`config.mk`:
```
export PLATFORM = sky130hd
export DESIGN_NAME = frsr_top
export DESIGN_NICKNAME = d
export VERILOG_FILES = /design/src/frsr_pkg.sv /design/src/frsr_top.sv
export SDC_FILE = /design/constraint.sdc
export NUM_CORES = 1
export LEC_CHECK = 0
export BUFFER_PORTS_ARGS = -buffer_cell sky130_fd_sc_hd__buf_2
export CAP_MARGIN = 25
export CORE_ASPECT_RATIO = 1.25
export CORE_MARGIN = 1
export CORE_UTILIZATION = 46
export CTS_BUF_LIST = sky130_fd_sc_hd__clkbuf_2 sky130_fd_sc_hd__clkbuf_4 sky130_fd_sc_hd__clkbuf_8
export DETAILED_ROUTE_END_ITERATION = 16
export PLACE_DENSITY = 0.73
export SYNTH_ARGS = -nofsm -noshare
export SYNTH_HDL_FRONTEND = slang
export SYNTH_SLANG_ARGS = --single-unit
```
`constraint.sdc`:
```
create_clock -name REF_CLK_I -period 2.5 [get_ports REF_CLK_I]
set_input_delay 0.25 -clock REF_CLK_I [delete_from_list [all_inputs] [get_ports REF_CLK_I]]
set_output_delay 0.25 -clock REF_CLK_I [all_outputs]
set_load 0.1 [all_outputs]
```
`src/frsr_pkg.sv`:
```
// floppy data rate and status register bank: shared constants and carrier types
// assumes an 8-bit host I/O port with a 16-bit address and one-cycle strobes
package frsr_pkg;

	////////////////////////////////////////////////////////////////////////////////
	// host I/O addresses
	localparam logic [15:0] ADDR_DIGITAL_OUTPUT = 16'h03F2;
	localparam logic [15:0] ADDR_TAPE_DRIVE_TYPE = 16'h03F3;
	localparam logic [15:0] ADDR_RATE_STATUS = 16'h03F4;
	localparam logic [15:0] ADDR_DATA = 16'h03F5;
	localparam logic [15:0] ADDR_CONFIG_CONTROL = 16'h03F7;

	////////////////////////////////////////////////////////////////////////////////
	// field positions and reset values
	localparam int RS_SW_RESET_BIT = 7;
	localparam int RS_LOW_POWER_BIT = 6;
	localparam int RS_WRITE_CODE_A_LSB = 2;
	localparam int OUT_RESET_N_BIT = 2;
	localparam logic [7:0] RATE_SELECT_RESET = 8'h02;
	localparam logic [1:0] DRIVE_SEL_RESET = 2'h0;
	localparam logic OUT_RESET_N_RESET = 1'b0;
	localparam logic [7:0] START_TRACK_RESET = 8'h00;
	localparam logic DENSITY_RESET = 1'b1;

	////////////////////////////////////////////////////////////////////////////////
	// rate codes and drive rate fields
	localparam logic [1:0] CODE_1M = 2'h3;
	localparam logic [1:0] CODE_500 = 2'h0;
	localparam logic [1:0] CODE_300 = 2'h1;
	localparam logic [1:0] CODE_250 = 2'h2;
	localparam logic [1:0] FIELD_THREE_MODE = 2'h1;
	localparam logic [1:0] FIELD_TAPE_2M = 2'h2;

	typedef enum logic [2:0] {
		RATE_250K,
		RATE_300K,
		RATE_500K,
		RATE_1M,
		RATE_2M
	} frsr_rate_type;

	////////////////////////////////////////////////////////////////////////////////
	// precompensation delays in picoseconds, entries for codes 1 to 6
	localparam logic [2:0] WRITE_CODE_A_ZERO = 3'h7;
	localparam logic [2:0] WRITE_CODE_A_DEFAULT = 3'h0;
	localparam logic [17:0] WRITE_CODE_A_PS_SLOW [1:6] = '{18'h0_A2C6, 18'h1_458C, 18'h1_E848,
		18'h2_8B0E, 18'h3_2DCA, 18'h3_D090};
	localparam logic [17:0] WRITE_CODE_A_PS_FAST [1:6] = '{18'h0_5140, 18'h0_A2E4, 18'h0_F424,
		18'h1_4564, 18'h1_9708, 18'h1_E848};
	localparam logic [17:0] DEFAULT_PS_2M = 18'h0_5140;
	localparam logic [17:0] DEFAULT_PS_1M = 18'h0_A2C6;
	localparam logic [17:0] DEFAULT_PS_LOW = 18'h1_E848;

	////////////////////////////////////////////////////////////////////////////////
	// timing
	localparam int CLK_PERIOD_NS = 100;
	localparam int RESET_MIN_NS = 100;
	localparam logic [3:0] RESET_MIN_CYCLES =
		4'((RESET_MIN_NS + CLK_PERIOD_NS - 1) / CLK_PERIOD_NS);

	////////////////////////////////////////////////////////////////////////////////
	// carriers
	typedef struct packed {
		logic request_for_master;
		logic transfer_direction;
		logic non_dma;
		logic command_busy;
		logic drive1_seeking;
		logic drive0_seeking;
	} frsr_status_type;

	typedef struct packed {
		logic [1:0] drive_sel;
		logic out_reset_n;
		logic [1:0] boot_drive;
		logic [1:0] tape_sel;
		logic [7:0] rate_select;
		logic [7:0] rate_select_shadow;
		logic [1:0] active_rate;
		logic low_power;
		logic [3:0] pulse_count;
		logic ctrl_reset;
		logic [7:0] start_track;
		logic [7:0] rdata;
		logic rvalid;
		frsr_rate_type data_rate;
		logic density;
		logic drive_density_out_hi;
		logic drive_density_out_lo;
		logic [17:0] write_code_a_ps;
	} frsr_state_type;

endpackage : frsr_pkg

```
`src/frsr_top.sv`:
```
// floppy data rate and status register bank: tape/drive type, rate select,
// output register reset and drive select, main status, rate and density decode
// assumes the command engine supplies the status flags and that host
// strobes are one clock long and synchronous to REF_CLK_I
//
// Contract
// (RQ1) enhanced mode 2 tape register: reserved, drive type, boot drive, tape select
// (RQ2) drive type id picks a config bit pair by drive select code
// (RQ3) rate select is write-only, hardware reset 02h, kept over soft reset
// (RQ4) active data rate comes from the latest rate select or config control write
// (RQ5) rate bits survive soft reset, hardware reset gives 250 Kbps
// (RQ6) bits 4:2 pick precompensation delay: 111 zero, 000 rate default
// (RQ7) precompensation starts at track 0 unless configured; defaults per rate
// (RQ8) bit 6 enters low power; soft reset or status/data access exits
// (RQ9) bit 7 issues the controller reset and clears itself
// (RQ10) software writes bit 5 of rate select as zero
// (RQ11) field 00 rate decode and density output per rate code
// (RQ12) field 01 code 01 is 500 Kbps; field 10 code 01 is 2 Mbps
// (RQ13) drive density outputs follow the drive type bits
// (RQ14) main status is read-only, readable any time, no delay needed
// (RQ15) software polls main status before each non-DMA data byte
// (RQ16) status bits 1:0 show drives in a seek portion
// (RQ17) status bit 4 shows a command in progress
// (RQ18) status bit 5 shows polled execution phase
// (RQ19) status bit 6 gives transfer direction once request is set
// (RQ20) status bit 7 says the host may move a data byte
// (RQ21) every rate select write is mirrored into a readable shadow
// (RQ22) drive select bits are binary encoded, one drive at a time
// (RQ23) output register reset bit low holds reset until written high
// (RQ24) reserved status bits 3 and 2 read as zero
`timescale 1ns/1ps
module frsr_top (
	// clock and reset
	input wire logic REF_CLK_I,
	input wire logic RESET_N_I,
	// host I/O port
	input wire logic [15:0] IO_ADDR_I,
	input wire logic IO_WRITE_I,
	input wire logic IO_READ_I,
	input wire logic [7:0] IO_WDATA_I,
	output logic [7:0] IO_RDATA_O,
	output logic IO_RVALID_O,
	// configuration and command engine
	input wire logic ENHANCED_MODE2_I,
	input wire logic [7:0] DRIVE_TYPE_CONFIG_I,
	input wire logic [1:0] DRIVE_RATE_FIELD_I,
	input wire logic START_TRACK_LOAD_I,
	input wire logic [7:0] START_TRACK_I,
	input wire frsr_pkg::frsr_status_type STATUS_I,
	// controller and drive outputs
	output logic CTRL_RESET_O,
	output logic LOW_POWER_O,
	output logic [1:0] DRIVE_SEL_O,
	output logic [1:0] TAPE_SEL_O,
	output frsr_pkg::frsr_rate_type DATA_RATE_O,
	output logic [2:0] WRITE_CODE_A_O,
	output logic [17:0] WRITE_CODE_A_DELAY_PS_O,
	output logic [7:0] WRITE_CODE_A_START_TRACK_O,
	output logic DENSITY_SELECT_OUT_O,
	output logic DRIVE_DENSITY_OUT_HI_O,
	output logic DRIVE_DENSITY_OUT_LO_O,
	output logic [7:0] RATE_SELECT_SHADOW_O
);

	////////////////////////////////////////////////////////////////////////////////
	// reset release through two flops
	logic rst_meta_n;
	logic rst_n;

	always_ff @(posedge REF_CLK_I or negedge RESET_N_I) begin
		if (!RESET_N_I) begin
			rst_meta_n <= 1'b0;
			rst_n <= 1'b0;
		end else begin
			rst_meta_n <= 1'b1;
			rst_n <= rst_meta_n;
		end
	end

	////////////////////////////////////////////////////////////////////////////////
	// decode
	frsr_pkg::frsr_state_type state;
	frsr_pkg::frsr_state_type next_state;
	logic wr_out_reg;
	logic wr_tape;
	logic wr_rate;
	logic wr_cfg_ctrl;
	logic rd_status;
	logic data_access;
	logic soft_reset;
	logic [1:0] drive_type;
	logic [7:0] tape_read;
	logic [7:0] status_read;
	logic [2:0] write_code_a_code;

	assign wr_out_reg = IO_WRITE_I && (IO_ADDR_I == frsr_pkg::ADDR_DIGITAL_OUTPUT);
	assign wr_tape = IO_WRITE_I && (IO_ADDR_I == frsr_pkg::ADDR_TAPE_DRIVE_TYPE);
	assign wr_rate = IO_WRITE_I && (IO_ADDR_I == frsr_pkg::ADDR_RATE_STATUS);
	assign wr_cfg_ctrl = IO_WRITE_I && (IO_ADDR_I == frsr_pkg::ADDR_CONFIG_CONTROL);
	assign rd_status = IO_READ_I && (IO_ADDR_I == frsr_pkg::ADDR_RATE_STATUS);
	assign data_access = (IO_READ_I || IO_WRITE_I) && (IO_ADDR_I == frsr_pkg::ADDR_DATA);
	assign soft_reset = state.ctrl_reset;
	assign write_code_a_code = state.rate_select[frsr_pkg::RS_WRITE_CODE_A_LSB +: 3];

	// one binary code selects exactly one drive's pair [RQ22] [RQ2]
	assign drive_type = DRIVE_TYPE_CONFIG_I[{state.drive_sel, 1'b0} +: 2];

	// tape register; normal mode only shows the tape select bits [RQ1]
	assign tape_read = ENHANCED_MODE2_I ?
		{2'b00, drive_type, state.boot_drive, state.tape_sel} :
		{6'h00, state.tape_sel};

	// status composed straight from live flags, so no settle time after a data move
	assign status_read = {STATUS_I.request_for_master, // [RQ20] [RQ14]
		STATUS_I.transfer_direction, // [RQ19]
		STATUS_I.non_dma, // [RQ18]
		STATUS_I.command_busy, // [RQ17]
		2'b00, // [RQ24]
		STATUS_I.drive1_seeking, // [RQ16]
		STATUS_I.drive0_seeking};

	////////////////////////////////////////////////////////////////////////////////
	// next state
	always_comb begin
		next_state = state;
		next_state.rvalid = IO_READ_I;
		if (rd_status) begin
			next_state.rdata = status_read;
		end else if (IO_READ_I && (IO_ADDR_I == frsr_pkg::ADDR_TAPE_DRIVE_TYPE)) begin
			next_state.rdata = tape_read;
		end else begin
			// write-only and foreign addresses read as zero here
			next_state.rdata = 8'h00;
		end

		if (wr_out_reg) begin
			next_state.drive_sel = IO_WDATA_I[1:0]; // [RQ22]
			next_state.out_reset_n = IO_WDATA_I[frsr_pkg::OUT_RESET_N_BIT]; // [RQ23]
		end
		if (wr_tape) begin
			next_state.tape_sel = IO_WDATA_I[1:0];
			next_state.boot_drive = IO_WDATA_I[3:2];
		end

		// bit 7 is not kept in rate_select, only in the shadow: a fresh write restarts the reset pulse [RQ9]
		if (state.pulse_count != 4'h0) begin
			next_state.pulse_count = state.pulse_count - 4'h1;
		end
		if (wr_rate) begin
			next_state.rate_select = {1'b0, IO_WDATA_I[6:0]}; // [RQ3]
			next_state.rate_select_shadow = IO_WDATA_I; // [RQ21]
			next_state.active_rate = IO_WDATA_I[1:0]; // [RQ4]
			if (IO_WDATA_I[frsr_pkg::RS_SW_RESET_BIT]) begin
				next_state.pulse_count = frsr_pkg::RESET_MIN_CYCLES; // [RQ9]
			end
		end else if (wr_cfg_ctrl) begin
			next_state.active_rate = IO_WDATA_I[1:0]; // [RQ4]
		end
		// held high while the output register reset bit is low, or pulsed by rate select [RQ23] [RQ9]
		next_state.ctrl_reset = !next_state.out_reset_n || (next_state.pulse_count != 4'h0);

		// low power: any exit condition clears, a setting write wins [RQ8]
		if (soft_reset || rd_status || data_access) begin
			next_state.low_power = 1'b0;
		end
		if (wr_rate && IO_WDATA_I[frsr_pkg::RS_LOW_POWER_BIT]) begin
			next_state.low_power = 1'b1;
		end

		if (START_TRACK_LOAD_I) begin
			next_state.start_track = START_TRACK_I; // [RQ7]
		end

		// rate decode with drive rate field overrides [RQ11] [RQ12]
		unique case (state.active_rate)
			frsr_pkg::CODE_1M: next_state.data_rate = frsr_pkg::RATE_1M;
			frsr_pkg::CODE_500: next_state.data_rate = frsr_pkg::RATE_500K;
			frsr_pkg::CODE_250: next_state.data_rate = frsr_pkg::RATE_250K;
			frsr_pkg::CODE_300: begin
				if (DRIVE_RATE_FIELD_I == frsr_pkg::FIELD_THREE_MODE) begin
					next_state.data_rate = frsr_pkg::RATE_500K;
				end else if (DRIVE_RATE_FIELD_I == frsr_pkg::FIELD_TAPE_2M) begin
					next_state.data_rate = frsr_pkg::RATE_2M;
				end else begin
					next_state.data_rate = frsr_pkg::RATE_300K;
				end
			end
		endcase
		next_state.density = (state.active_rate == frsr_pkg::CODE_1M) ||
			(state.active_rate == frsr_pkg::CODE_500); // [RQ11]

		// drive density pins by drive type [RQ13]
		unique case (drive_type)
			2'b00: begin
				next_state.drive_density_out_hi = state.active_rate[0];
				next_state.drive_density_out_lo = state.density;
			end
			2'b10: begin
				next_state.drive_density_out_hi = state.active_rate[0];
				next_state.drive_density_out_lo = state.active_rate[1];
			end
			2'b01: begin
				next_state.drive_density_out_hi = state.active_rate[0];
				next_state.drive_density_out_lo = !state.density;
			end
			2'b11: begin
				next_state.drive_density_out_hi = state.active_rate[1];
				next_state.drive_density_out_lo = state.active_rate[0];
			end
		endcase

		// precompensation delay; the 2 Mbps table is not an exact half [RQ6] [RQ7]
		if (write_code_a_code == frsr_pkg::WRITE_CODE_A_ZERO) begin
			next_state.write_code_a_ps = 18'h0_0000;
		end else if (write_code_a_code == frsr_pkg::WRITE_CODE_A_DEFAULT) begin
			if (state.data_rate == frsr_pkg::RATE_2M) begin
				next_state.write_code_a_ps = frsr_pkg::DEFAULT_PS_2M;
			end else if (state.data_rate == frsr_pkg::RATE_1M) begin
				next_state.write_code_a_ps = frsr_pkg::DEFAULT_PS_1M;
			end else begin
				next_state.write_code_a_ps = frsr_pkg::DEFAULT_PS_LOW;
			end
		end else if (state.data_rate == frsr_pkg::RATE_2M) begin
			next_state.write_code_a_ps = frsr_pkg::WRITE_CODE_A_PS_FAST[write_code_a_code];
		end else begin
			next_state.write_code_a_ps = frsr_pkg::WRITE_CODE_A_PS_SLOW[write_code_a_code];
		end
	end

	////////////////////////////////////////////////////////////////////////////////
	// state register; of these fields soft reset clears only low_power [RQ3] [RQ5]
	always_ff @(posedge REF_CLK_I or negedge rst_n) begin
		if (!rst_n) begin
			state.drive_sel <= frsr_pkg::DRIVE_SEL_RESET;
			state.out_reset_n <= frsr_pkg::OUT_RESET_N_RESET;
			state.boot_drive <= 2'h0;
			state.tape_sel <= 2'h0;
			state.rate_select <= frsr_pkg::RATE_SELECT_RESET; // [RQ3]
			state.rate_select_shadow <= frsr_pkg::RATE_SELECT_RESET;
			state.active_rate <= frsr_pkg::CODE_250; // [RQ5]
			state.low_power <= 1'b0;
			state.pulse_count <= 4'h0;
			state.ctrl_reset <= 1'b1;
			state.start_track <= frsr_pkg::START_TRACK_RESET; // [RQ7]
			state.rdata <= 8'h00;
			state.rvalid <= 1'b0;
			state.data_rate <= frsr_pkg::RATE_250K;
			state.density <= frsr_pkg::DENSITY_RESET;
			state.drive_density_out_hi <= 1'b0;
			state.drive_density_out_lo <= 1'b0;
			state.write_code_a_ps <= frsr_pkg::DEFAULT_PS_LOW;
		end else begin
			state <= next_state;
		end
	end

	////////////////////////////////////////////////////////////////////////////////
	// outputs
	assign IO_RDATA_O = state.rdata;
	assign IO_RVALID_O = state.rvalid;
	assign CTRL_RESET_O = state.ctrl_reset;
	assign LOW_POWER_O = state.low_power;
	assign DRIVE_SEL_O = state.drive_sel;
	assign TAPE_SEL_O = state.tape_sel;
	assign DATA_RATE_O = state.data_rate;
	assign WRITE_CODE_A_O = write_code_a_code;
	assign WRITE_CODE_A_DELAY_PS_O = state.write_code_a_ps;
	assign WRITE_CODE_A_START_TRACK_O = state.start_track;
	assign DENSITY_SELECT_OUT_O = state.density;
	assign DRIVE_DENSITY_OUT_HI_O = state.drive_density_out_hi;
	assign DRIVE_DENSITY_OUT_LO_O = state.drive_density_out_lo;
	assign RATE_SELECT_SHADOW_O = state.rate_select_shadow;

	////////////////////////////////////////////////////////////////////////////////
	// checks
	a_status_read_live: assert property (@(posedge REF_CLK_I) disable iff (!rst_n) // [RQ14]
		rd_status |=> IO_RVALID_O && (IO_RDATA_O[7:4] == $past(status_read[7:4]))
			&& (IO_RDATA_O[1:0] == {$past(STATUS_I.drive1_seeking),
			$past(STATUS_I.drive0_seeking)}))
		else $error("status read did not return live flags");

	a_status_reserved_zero: assert property (@(posedge REF_CLK_I) disable iff (!rst_n) // [RQ24]
		rd_status |=> IO_RDATA_O[3:2] == 2'b00)
		else $error("reserved status bits not zero");

	a_drive_type_pair: assert property (@(posedge REF_CLK_I) disable iff (!rst_n) // [RQ2]
		IO_READ_I && ENHANCED_MODE2_I && (IO_ADDR_I == frsr_pkg::ADDR_TAPE_DRIVE_TYPE)
		|=> IO_RDATA_O[5:4] == $past(DRIVE_TYPE_CONFIG_I[{state.drive_sel, 1'b0} +: 2])
			&& IO_RDATA_O[7:6] == 2'b00)
		else $error("drive type id wrong pair");

	a_rate_self_clear: assert property (@(posedge REF_CLK_I) disable iff (!rst_n) // [RQ9]
		wr_rate && IO_WDATA_I[7] && state.out_reset_n
		|=> CTRL_RESET_O ##1 (!CTRL_RESET_O || !state.out_reset_n || $past(wr_rate)))
		else $error("rate select reset did not pulse once");

	a_out_reset_hold: assert property (@(posedge REF_CLK_I) disable iff (!rst_n) // [RQ23]
		!state.out_reset_n |-> CTRL_RESET_O)
		else $error("controller left reset while output register bit low");

	a_low_power_exit: assert property (@(posedge REF_CLK_I) disable iff (!rst_n) // [RQ8]
		LOW_POWER_O && (rd_status || data_access) && !wr_rate |=> !LOW_POWER_O)
		else $error("low power not left on access");

	a_low_power_enter: assert property (@(posedge REF_CLK_I) disable iff (!rst_n) // [RQ8]
		wr_rate && IO_WDATA_I[6] |=> LOW_POWER_O)
		else $error("low power not entered");

	a_rate_last_write: assert property (@(posedge REF_CLK_I) disable iff (!rst_n) // [RQ4]
		wr_cfg_ctrl && IO_WDATA_I[1:0] == frsr_pkg::CODE_1M ##1 !wr_rate && !wr_cfg_ctrl
		|=> DATA_RATE_O == frsr_pkg::RATE_1M)
		else $error("config control write did not set rate");

	a_rate_shadow: assert property (@(posedge REF_CLK_I) disable iff (!rst_n) // [RQ21]
		wr_rate |=> RATE_SELECT_SHADOW_O == $past(IO_WDATA_I))
		else $error("shadow not updated");

	a_density_code: assert property (@(posedge REF_CLK_I) disable iff (!rst_n) // [RQ11]
		// density leaves reset high, so the first update after release is skipped
		$past(rst_n) && !wr_rate && !wr_cfg_ctrl |=> DENSITY_SELECT_OUT_O ==
			($past(state.active_rate) == 2'b11 || $past(state.active_rate) == 2'b00))
		else $error("density output mismatch");

	a_write_code_a_zero: assert property (@(posedge REF_CLK_I) disable iff (!rst_n) // [RQ6]
		wr_rate && IO_WDATA_I[4:2] == 3'b111 ##1 !wr_rate |=> WRITE_CODE_A_DELAY_PS_O == 18'h0)
		else $error("write_code_a code 111 not zero");

endmodule : frsr_top

```
---- Word-level counts from Yosys, hierarchy flattened ----
Memories as Yosys holds them, arrays and structs flattened.
Index checks and enable logic that the tools add are counted.
word-level totals
  flip-flop bits (word level) ............. 71
  ROM bits ................................ 288
  input port bits ......................... 54
  output and inout bits ................... 58
  logic and storage cells ................. 88
  memories kept ........................... 2
memories
  memory            words  bits a word  read ports  clocked after memory_dff  write ports  line             source
  (name not given)  8      18           1           0                         0            frsr_top.sv:226  next_state.write_code_a_ps = frsr_pkg::WRITE_CODE_A_PS_SLOW[write_code_a_code];
  (name not given)  8      18           1           0                         0            frsr_top.sv:224  next_state.write_code_a_ps = frsr_pkg::WRITE_CODE_A_PS_FAST[write_code_a_code];
cells by class
  $add $sub $neg .......................... 1
  magnitude comparators ................... 1
  equal/unequal tests ..................... 16
  shift operators ......................... 1
  muxes and demuxes ....................... 24
  bitwise logic cells ..................... 1
  reduce and logical (&&, ||, !) cells .... 22
operators with widths
  cell                                                                      count
  18-bit two-way mux                                                        7
  16-bit by 10-bit equality test with 1-bit output (second input constant)  5
  17-bit two-way mux                                                        2
  4-bit two-way mux                                                         3
  6-bit two-way mux                                                         2
  3-bit one-hot mux with 4 select lines                                     1
  2-bit equality test (second input constant)                               5
  1-bit logical AND                                                         8
  8-bit two-way mux                                                         1
  2-bit one-hot mux with 4 select lines                                     1
  4-bit nonzero test                                                        2
  8-bit by 4-bit indexed part select with 2-bit output                      1
  2-bit by 1-bit equality test with 1-bit output (second input constant)    3
  3-bit equality test (second input constant)                               2
  3-bit two-way mux                                                         2
  1-bit logical OR                                                          5
  4-bit greater-or-equal comparator (second input constant)                 1
  2-bit logical NOT                                                         2
  2-bit two-way mux                                                         2
  3-bit inverter with 4-bit output                                          1
  2-bit nonzero test                                                        2
  4-bit by 1-bit subtractor with 4-bit output (second input constant)       1
  3-bit by 2-bit equality test with 1-bit output (second input constant)    1
  3-bit logical NOT                                                         1
  2 further kinds                                                           5

---- Depth between registers and ports, before layout ----
Gate-level depths: netlist of run 1.
  word-level depth ........................ 7
  gate-level depth with buffers ........... 7
  gate-level depth less buffers ........... 6

---- Least setup slack after synthesis of run 1 ----
No wires, ideal clock.
  kind .................................... reg-to-reg
  from .................................... reg RATE_SELECT_SHADOW_O[4] (netlist name)
  to ...................................... reg state (netlist bit WRITE_CODE_A_DELAY_PS_O[8])
  setup time .............................. 0.142 ns
  arrival time ............................ 1.805 ns
  data required time ...................... 2.358 ns
  path slack .............................. 0.554 ns
  cell stages (with the launch flop) ...... 8
  path buffers ............................ 2
  period minus slack after synthesis ...... 1.946 ns
  path through ............................ dfrtp_1 clkbuf_1 inv_1 clkbuf_1 ha_1 or2_2 o311ai_0 o211ai_1
RTL lines
  what                  line             source
  end signal, assigned  frsr_top.sv:253  state <= next_state;
  end, declared         frsr_top.sv:82   frsr_pkg::frsr_state_type state;

==> results.yml, run 1 <==
final_layout:
  fill_cells: 674
  diodes: 0
  drive_gt1_frac: 0.459
  regArea_um2: 1640
  multi_input_area_um2: 1360
  area_growth_pct: 13.9
  utilization: 0.539
  finalNetCount: 446
clocking:
  path_clk_slew_ns: 0.07
  cts_sinks: 65
  clk_latency_ns: 0.34
  cts_tree: "built"
  clock_path_buffers: 2
  cts_buffers: 9
  cts_max_level: 3
  root_buffer: "clkbuf_8"
sta:
  hold_viol: 0
  setup_viol: 0
  rsz0062_at_grt: "false"
  setup_tns_ns: 0
  maxSlewViolCount: 0
  max_freq_mhz: 470
  period_minus_slack_ns: 2.13
  fin_skew_ns: 0.0113
  slew_headroom: 0.598
  fin_crit_sh: 0.851
  worst_pin_slew_ns: 0.602
synthesis:
  synth_cell_type_count: 59
  synthArstFlopShare: 1.00
  synth_edf_count: 0
  synth-seq-cells: 65
  syn-num-nets: 381
  netlist_top_cells_count: "dfrtp_1 (54), buf_4 (52), mux2_2 (18)"
  syn_avg_cell_area_um2: 10.9
  ys_seq_area_frac: 0.471
  synth_top_area_cell: "dfrtp_1"
  yosysMostFrequentCell: "dfrtp_1"
  synth_ff_type: "dfrtp_1"
  synthTopCellsByArea: "dfrtp_1 (39%), buf_4 (11%), dfstp_2 (8.3%)"
  postSynthCellCount: 318
  ys_warn_count: 0
  synth_area_um2: 3480
  synth_top_area_share: 0.388
pwr:
  ir_worst_vdd_uv: 384
  power_mw: 2.50
  p_leak_nw: 2.01
  power_density_nw_per_um2: 630
route:
  drt_iter0_drc: 83
  num_vias: 2507
  routed_wl_um: 6750
  wire_per_inst_um: 14.1
  dr.pass1.iters: 6
  viasPerCell: 5.22
  drc_errors: 0
  antenna_left: 0
setup_path:
  crit_path_start_kind: "register"
  cp.arrival_ns: 2.32
  critPathMaxFanout: 21
  critPathKind: "reg -> reg"
  cp_data_required_time_ns: 2.69
  critPathCaptureType: "register"
  rr_worst_depth: 5
job:
  cap_violations: 0
outcome:
  status: "finished, final reports clean"
global_route:
  grt_max_degree: 39
  grt_use_met3: 0.0367
  grt_pass1_wl_um: 11000
  grt_use_met1: 0.214
  antenna_found_initial: 0
  track_usage: 0.183
  busiest_layer: "met2"
  use_met2: 0.309
  grt-ovfl-total: 0
  first_global_vias: 2345
place:
  numPortBuffers: 110
  dp_hpwl_um: 5090
  gp_congestion: 0.834
die:
  die_w_um: 79.8
  rows: 35
  coreArea_um2: 7360
  dieArea_um2: 7920
  die_y_um: 99.3
  ios: 112
  initial_core_util: 0.473
hold_path:
  hp-class: "reg -> async"
## metal layers
layer	wire, µm	up-vias	share of wire
met5	0	-	0
met4	211	0	0.031
met3	468	19	0.069
met2	3440	116	0.51
met1	2640	1188	0.39
li1	-	1184	-
## worst paths after layout
path / startpoint / end / slack, ns
worst max-delay path: RATE_SELECT_SHADOW_O[4] / WRITE_CODE_A_DELAY_PS_O[8] / 0.37
worst min-delay path: rst_n / DRIVE_DENSITY_OUT_LO_O / 0.06
worst max register to register: RATE_SELECT_SHADOW_O[4] / WRITE_CODE_A_DELAY_PS_O[8] / 0.37
worst min register to register: rst_n / DRIVE_DENSITY_OUT_LO_O / 0.06
max in group asynchronous: rst_n / state[48] / 1.76
min in group REF_CLK_I: IO_READ_I / IO_RVALID_O / 0.06
## power breakdown
group          switching [mW]  internal, mW
registers              0.0390          1.10
logic                   0.280         0.157
clock network           0.386         0.535
total                   0.705          1.79
## worst max-delay path, cell delays in order (launching register included)
cell and delay, ns:
dfrtp_1 0.73, inv_1 0.14, ha_1 0.21, or2_2 0.34
o311ai_0 0.39, o211ai_1 0.18
## per-stage QoR
step | std cells | hold slack (ns) | setup slack [ns] | instance area (µm²)
2_1_floorplan | 318 | -0.0456 | 0.554 | 3480
3_3_place_gp | 463 | 0.0356 | 0.650 | 3750
3_5_place_dp | 463 | 0.0367 | 0.542 | 3750
4_1_cts | 480 | 0.0352 | 0.403 | 3970
5_1_grt | 480 | 0.0353 | 0.249 | 3970
6_report | 480 | 0.0561 | 0.373 | 3970
## cell type report
type | count | area share
inverter | 13 | 0.0123
multi-input combinational | 178 | 0.342
sequential | 65 | 0.414
timing repair buffer | 116 | 0.151
clock inverter | 3 | 0.0101
tap | 92 | 0.0290
clock buffer | 13 | 0.0420
## layout by cell type, fill, tap and decap left out, types with 3 or more instances in the layout
master	count
dfstp_2	11
and2_1	7
nand2_1	14
a21oi_1	12
nor2b_1	4
clkbuf_8	11
and3_1	3
nand3_1	11
inv_1	13
a32oi_1	3
xnor2_1	5
o21ai_0	16
nor2_1	15
mux2i_1	5
buf_2	110
mux2_2	18
a22oi_1	3
dfrtp_1	53
buf_4	5
o22ai_1	3
nor3_1	3
a21o_1	3
ha_1	9
## registers in the layout, indices dropped and copies added, names as in the netlist, 2 cells and up
register	cells
DATA_RATE_O	3
DRIVE_SEL_O	2
IO_RDATA_O	8
RATE_SELECT_SHADOW_O	8
TAPE_SEL_O	2
WRITE_CODE_A_DELAY_PS_O	17
WRITE_CODE_A_START_TRACK_O	8
state	9
## cell families after synthesis
| kind of cell | count (synthesis) | share of synthesized area |
|---|---|---|
| fa+ha+maj | 9 | 0.0323 |
| xor+xnor | 5 | 0.0126 |
| buf+inv | 75 | 0.139 |
| flops | 65 | 0.471 |
| mux | 27 | 0.0920 |
| simple gates | 79 | 0.144 |
| compound gates | 56 | 0.106 |
| other cells | 2 | 0.00216 |
## repair_timing
item / CTS / global route
buffers inserted: 0 / 0
resized for setup: 0 / 0
hold buffers: 1 / 0
hold endpoints to repair: 2 / 0
(Power assumes the default switching activity.)
==> inputs of run 2 (changes only) <==
--- a/config.mk
+++ b/config.mk
@@ -6,6 +6,6 @@
 export NUM_CORES = 1
 export LEC_CHECK = 0
+export ABC_AREA = 1
 export BUFFER_PORTS_ARGS = -buffer_cell sky130_fd_sc_hd__buf_2
-export CAP_MARGIN = 25
 export CORE_ASPECT_RATIO = 1.25
 export CORE_MARGIN = 1
@@ -13,5 +13,5 @@
 export CTS_BUF_LIST = sky130_fd_sc_hd__clkbuf_2 sky130_fd_sc_hd__clkbuf_4 sky130_fd_sc_hd__clkbuf_8
 export DETAILED_ROUTE_END_ITERATION = 16
-export PLACE_DENSITY = 0.73
+export PLACE_DENSITY = 0.74
 export SYNTH_ARGS = -nofsm -noshare
 export SYNTH_HDL_FRONTEND = slang
==> constraint.sdc (replaced) <==
create_clock -name REF_CLK_I -period 2.5 [get_ports REF_CLK_I]
set_input_delay 0.375 -clock REF_CLK_I [delete_from_list [all_inputs] [get_ports REF_CLK_I]]
set_output_delay 0.375 -clock REF_CLK_I [all_outputs]
set_load 0.1 [all_outputs]
==> results.yml, run 2 <==
clocking:
  cts_buffers: 9
  path_clk_slew_ns: 0.07
  post_cts_buffers: 0
  cts_max_level: 3
  cts_hold_buf: 1
  clock_path_buffers: 2
  cts_tree: "built"
  cts_sinks: 65
  root_buffer: "clkbuf_8"
  cts_resized: 0
  clk_latency_ns: 0.35
job:
  cap_violations: 0
final_layout:
  finalNetCount: 527
  final_cell_area_um2: 3980
  diodes: 0
  area_growth_pct: 16.5
  utilization: 0.564
  largest_reg_flops: 17
  fin_cells: 559
  layout_commonest_cell: "buf_2"
  final_cell_mix: "buf_2 (110), nand2_1 (84), dfrtp_1 (53), inv_1 (53)"
  drive_gt1_frac: 0.354
pwr:
  p_comb_frac: 0.170
  power_mw: 2.83
  p_leak_nw: 2.24
  ir_worst_vdd_uv: 414
  power_density_nw_per_um2: 712
  p_sw_frac: 0.271
  power_frac_seq: 0.402
  power.switching_mw: 0.767
  clkPwrFrac: 0.428
  internal_power_mw: 2.07
place:
  dpl_cell_area_um2: 3690
  numPortBuffers: 110
  dp_hpwl_um: 5480
  gp_congestion: 0.901
  place_inst: 542
  post-place-ws_ns: 0.860
setup_path:
  critPathLaunch: "RATE_SELECT_SHADOW_O[4]"
  critPathCaptureType: "primary output"
  critPathKind: "reg -> out"
  path_depth: 1
  critPathMaxFanout: 11
  cp_slowest_stage_delay_ns: 0.59
  crit_slowest_cell: "dfrtp_1"
  crit_path_start_kind: "register"
  crit_family: "flip-flops"
  rr_worst_depth: 6
  cp.arrival_ns: 1.46
  rrSetupSlack_ns: 0.82
  cp_data_required_time_ns: 2.12
  reg2reg_to: "WRITE_CODE_A_DELAY_PS_O[2]"
  path_cells: "buf_2"
  cp_num_buf_inv: 1
  r2r-start: "DATA_RATE_O[0]"
  endpoint: "WRITE_CODE_A_O[2]"
sta:
  worst_slack_ns: 0.666
  fin_crit_sh: 0.734
  worst_pin_slew_ns: 0.513
  period_minus_slack_ns: 1.83
  fin_skew_ns: 0.0109
  rsz0062_at_grt: "false"
  hold_slack_ns: 0.182
  hold_viol: 0
  setup_tns_ns: 0
  setup_viol: 0
  slew_headroom: 0.661
  max_freq_mhz: 545
  maxSlewViolCount: 0
synthesis:
  synth_adder_area_share: 0.0330
  postSynthCellCount: 395
  synth_edf_count: 0
  syn-num-nets: 458
  synth_compound_area_frac: 0.0604
  synth_area_um2: 3420
  ys_warn_count: 0
  yosysMostFrequentCell: "nand2_1"
  synth-xor-area-share: 0.00256
  synth_top_area_cell: "dfrtp_1"
  ys_seq_area_frac: 0.480
  synth_top_area_share: 0.395
  synth-simple-area-share: 0.214
  syn_avg_cell_area_um2: 8.65
  synth_mux_area_frac: 0.0264
  synthTopCellsByArea: "dfrtp_1 (40%), buf_4 (11%), nand2_1 (9.2%)"
  synthArstFlopShare: 1.00
  synth_top_family_by_area: "simple AND/OR/NAND/NOR gates"
  synth_ff_type: "dfrtp_1"
  netlist_top_cells_count: "nand2_1 (84), dfrtp_1 (54), inv_1 (53)"
  synth-seq-cells: 65
  synth_cell_type_count: 33
hold_path:
  hp-class: "reg -> async"
global_route:
  use_met2: 0.341
  grt-ovfl-total: 0
  busiest_layer: "met2"
  grt_use_met1: 0.228
  track_usage: 0.199
  grt_max_degree: 26
  antenna_found_initial: 0
  first_global_vias: 2575
  grt_pass1_wl_um: 11700
  grt_use_met3: 0.0486
route:
  wire_per_inst_um: 12.2
  viasPerCell: 4.74
  num_vias: 2651
  dr.pass1.iters: 6
  drc_errors: 0
  routed_wl_um: 6840
  drt_iter0_drc: 140
  antenna_left: 0
die:
  coreArea_um2: 7060
  initial_core_util: 0.484
  rows: 34
  ios: 112
  die_w_um: 79.1
  dieArea_um2: 7780
  die_y_um: 98.4
outcome:
  status: "finished, final reports clean"
run 2: cell types whose count changed after synthesis, sizes merged, moves of 6 or more:
cell	change
and2	-7
inv	+44
mux2	-12
nand2	+72
nand3	+14
nand4	+6
nor2	+19
run 2: layout make-up:
class | instances | area (µm²)
Multi-Input combinational cell | 218 | 1160
Sequential cell | 65 | 1640
Fill cell | 685 | 3080
Clock inverter | 5 | 125
Inverter | 57 | 216
Tap cell | 90 | 113
Timing Repair Buffer | 113 | 576
Clock buffer | 11 | 151
run 2: kinds of logic after synthesis:
logic type | after synthesis
and+or+nand+nor | 160
buffers and inverters | 112
DFF | 65
AOI/OAI and AO/OA | 38
adders and majority gates | 9
muxes | 8
other | 2
xor gates and xnor gates | 1
run 2: worst min path at each step:
stage | cells after the start | slack (ns) | endpoint
2_1_floorplan | 0 | 0.08 | rst_meta_n
3_3_place_gp | 1 | 0.16 | rst_meta_n
3_5_place_dp | 1 | 0.16 | rst_meta_n
4_1_cts | 0 | 0.20 | DRIVE_DENSITY_OUT_HI_O
5_1_grt | 1 | 0.21 | IO_RVALID_O
6_report | 0 | 0.18 | DRIVE_DENSITY_OUT_HI_O
run 2: metal layers:
metal	vias up	wire, µm
met4	0	167
li1	1324	-
met2	99	3500
met3	11	371
met5	-	0
met1	1217	2810
run 2: power by group through the flow:
| stage | registers, mW | logic, mW | clock network (mW) |
|---|---|---|---|
| 2_1_floorplan | 1.21 | 0.333 | 0 |
| 3_3_place_gp | 1.16 | 0.466 | 0 |
| 3_5_place_dp | 1.16 | 0.481 | 0 |
| 4_1_cts | 1.14 | 0.484 | 1.24 |
| 5_1_grt | 1.15 | 0.525 | 1.29 |
| 6_report | 1.14 | 0.481 | 1.21 |
==> inputs of run 3 (changes only) <==
PLACE_DENSITY = 0.77   (was 0.74)
clock period = 1.6 ns   (was 2.5 ns; I/O delays follow)
==> results.yml, run 3 (synthesis results as in run 2) <==
global_route:
  first_global_vias: 2560
  grt-ovfl-total: 0
  antenna_found_initial: 0
  grt_pass1_wl_um: 11100
  track_usage: 0.186
  grt_max_degree: 64
setup_path:
  cp_data_required_time_ns: 1.36
  cp_slowest_stage_delay_ns: 0.54
  cp.arrival_ns: 1.29
  critPathKind: "reg -> out"
  critPathMaxFanout: 3
  critPathCaptureType: "primary output"
  cp_num_buf_inv: 1
  crit_family: "flip-flops"
  crit_slowest_cell: "dfstp_2"
  path_cells: "buf_2"
  crit_path_start_kind: "register"
route:
  wl_met3_um: 381
  dr.pass1.iters: 4
  top_layer: "met4"
  viasPerCell: 4.70
  drt_iter0_drc: 130
  met1_length_um: 2780
  drc_errors: 0
  met2_length_um: 3480
  wire_per_inst_um: 11.9
  num_vias: 2636
  antenna_left: 0
  routed_wl_um: 6700
pwr:
  ir_worst_vdd_uv: 650
  power_frac_seq: 0.430
  p_comb_frac: 0.189
  power.switching_mw: 1.22
  p_leak_nw: 2.23
  internal_power_mw: 2.92
  clkPwrFrac: 0.381
  p_sw_frac: 0.295
  power_density_nw_per_um2: 1040
sta:
  worst_pin_slew_ns: 0.513
  setup_tns_ns: 0
  fin_skew_ns: 0.00432
  maxSlewViolCount: 0
  max_freq_mhz: 652
  setup_viol: 0
  hold_viol: 0
  worst_slack_ns: 0.0663
  fin_crit_sh: 0.959
  period_minus_slack_ns: 1.53
  rsz0062_at_grt: "false"
  slew_headroom: 0.660
clocking:
  post_cts_buffers: 0
  cts_sinks: 65
  path_clk_slew_ns: 0.07
  clk_latency_ns: 0.33
  cts_max_level: 3
  root_buffer: "clkbuf_8"
  cts_buffers: 9
  clock_path_buffers: 2
  cts_tree: "built"
hold_path:
  hp-class: "in -> reg"
die:
  coreArea_um2: 7060
  ios: 112
  die_y_um: 98.4
  initial_core_util: 0.484
  rows: 34
  die_w_um: 79.1
  dieArea_um2: 7780
outcome:
  status: "finished, final reports clean"
final_layout:
  area_growth_pct: 16.1
  fill_cells: 655
  layout_commonest_cell: "buf_2"
  finalNetCount: 529
  final_cell_mix: "buf_2 (108), nand2_1 (84), inv_1 (53), dfrtp_1 (52)"
  multi_input_area_um2: 1160
  regArea_um2: 1640
  diodes: 0
  drive_gt1_frac: 0.359
  largest_reg_flops: 17
place:
  gp_congestion: 0.941
  post-place-ws_ns: 0.137
  numPortBuffers: 110
  dp_hpwl_um: 5160
job:
  cap_violations: 0
## run 3: cell count changes in the layout (fill, tap and decap cells not counted)
cell	before	now
clkinvlp_4	0	1
o21ai_1	4	5
buf_12	0	1
o21ai_0	14	13
buf_2	110	108
dfrtp_1	53	52
dfrtp_2	1	2
clkbuf_4	0	2
bufinv_16	4	2
buf_4	2	3
clkinv_2	1	2
## run 3: path summary, 6_finish.rpt
path                                         start                         end  slack, ns  depth (start not counted)
setup / recovery              DENSITY_SELECT_OUT_O        DENSITY_SELECT_OUT_O       0.07                          1
hold / removal                         STATUS_I[2]               IO_RDATA_O[4]       0.11                          3
setup reg to reg           RATE_SELECT_SHADOW_O[3]  WRITE_CODE_A_DELAY_PS_O[2]       0.17                          7
hold reg to reg                              rst_n              DATA_RATE_O[2]       0.26                          1
max in group asynchronous                    rst_n                   state[48]       1.00                          1
min in group asynchronous                RESET_N_I                       rst_n       0.22                          2
## run 3: per-stage QoR
| step | instance area (µm²) | hold slack [ns] | instances | utilization | total power [mW] |
|---|---|---|---|---|---|
| 4_1_cts | 3960 | 0.0887 | 561 | 0.561 | 4.17 |
| 2_1_floorplan | 3420 | -0.0556 | 395 | - | 2.41 |
| 6_report | 3970 | 0.112 | 561 | 0.562 | 4.14 |
| 3_3_place_gp | 3720 | 0.0251 | 544 | 0.527 | 2.53 |
| 3_5_place_dp | 3720 | 0.0276 | 544 | 0.527 | 2.58 |
| 5_1_grt | 3970 | 0.0846 | 561 | 0.562 | 4.33 |
## run 3: metal layers
layer | track usage | vias to the layer above
li1 | - | 1325
met1 | 0.219 | 1204
met2 | 0.315 | 101
met3 | 0.0449 | 6
met4 | 0.0839 | 0
met5 | 0 | -
## run 3: layout make-up
cell class,instances,share of cell area
clock buffer,11,0.0382
clock inverter,5,0.0196
inverter,57,0.0546
multi-input combinational,218,0.292
sequential,65,0.414
tap,90,0.0284
timing repair buffer,115,0.153
## run 3: power by group through the flow
stage,sequential (mW),combinational [mW],clock (mW)
floorplan,1.89,0.520,0
global placement,1.80,0.732,0
detailed placement,1.81,0.774,0
CTS,1.77,0.778,1.61
global route,1.78,0.865,1.68
finish,1.78,0.780,1.58
## run 3: repair_timing
action / in CTS / in global routing
hold endpoints to repair: 2 / 0
setup endpoints to repair: 0 / 7
resized for setup: 0 / 4
hold buffers: 1 / 0
## run 3: worst min-delay path, stage by stage
cell and delay (ns):
buf_2 0.08, nand2_1 0.04, nand2_1 0.05
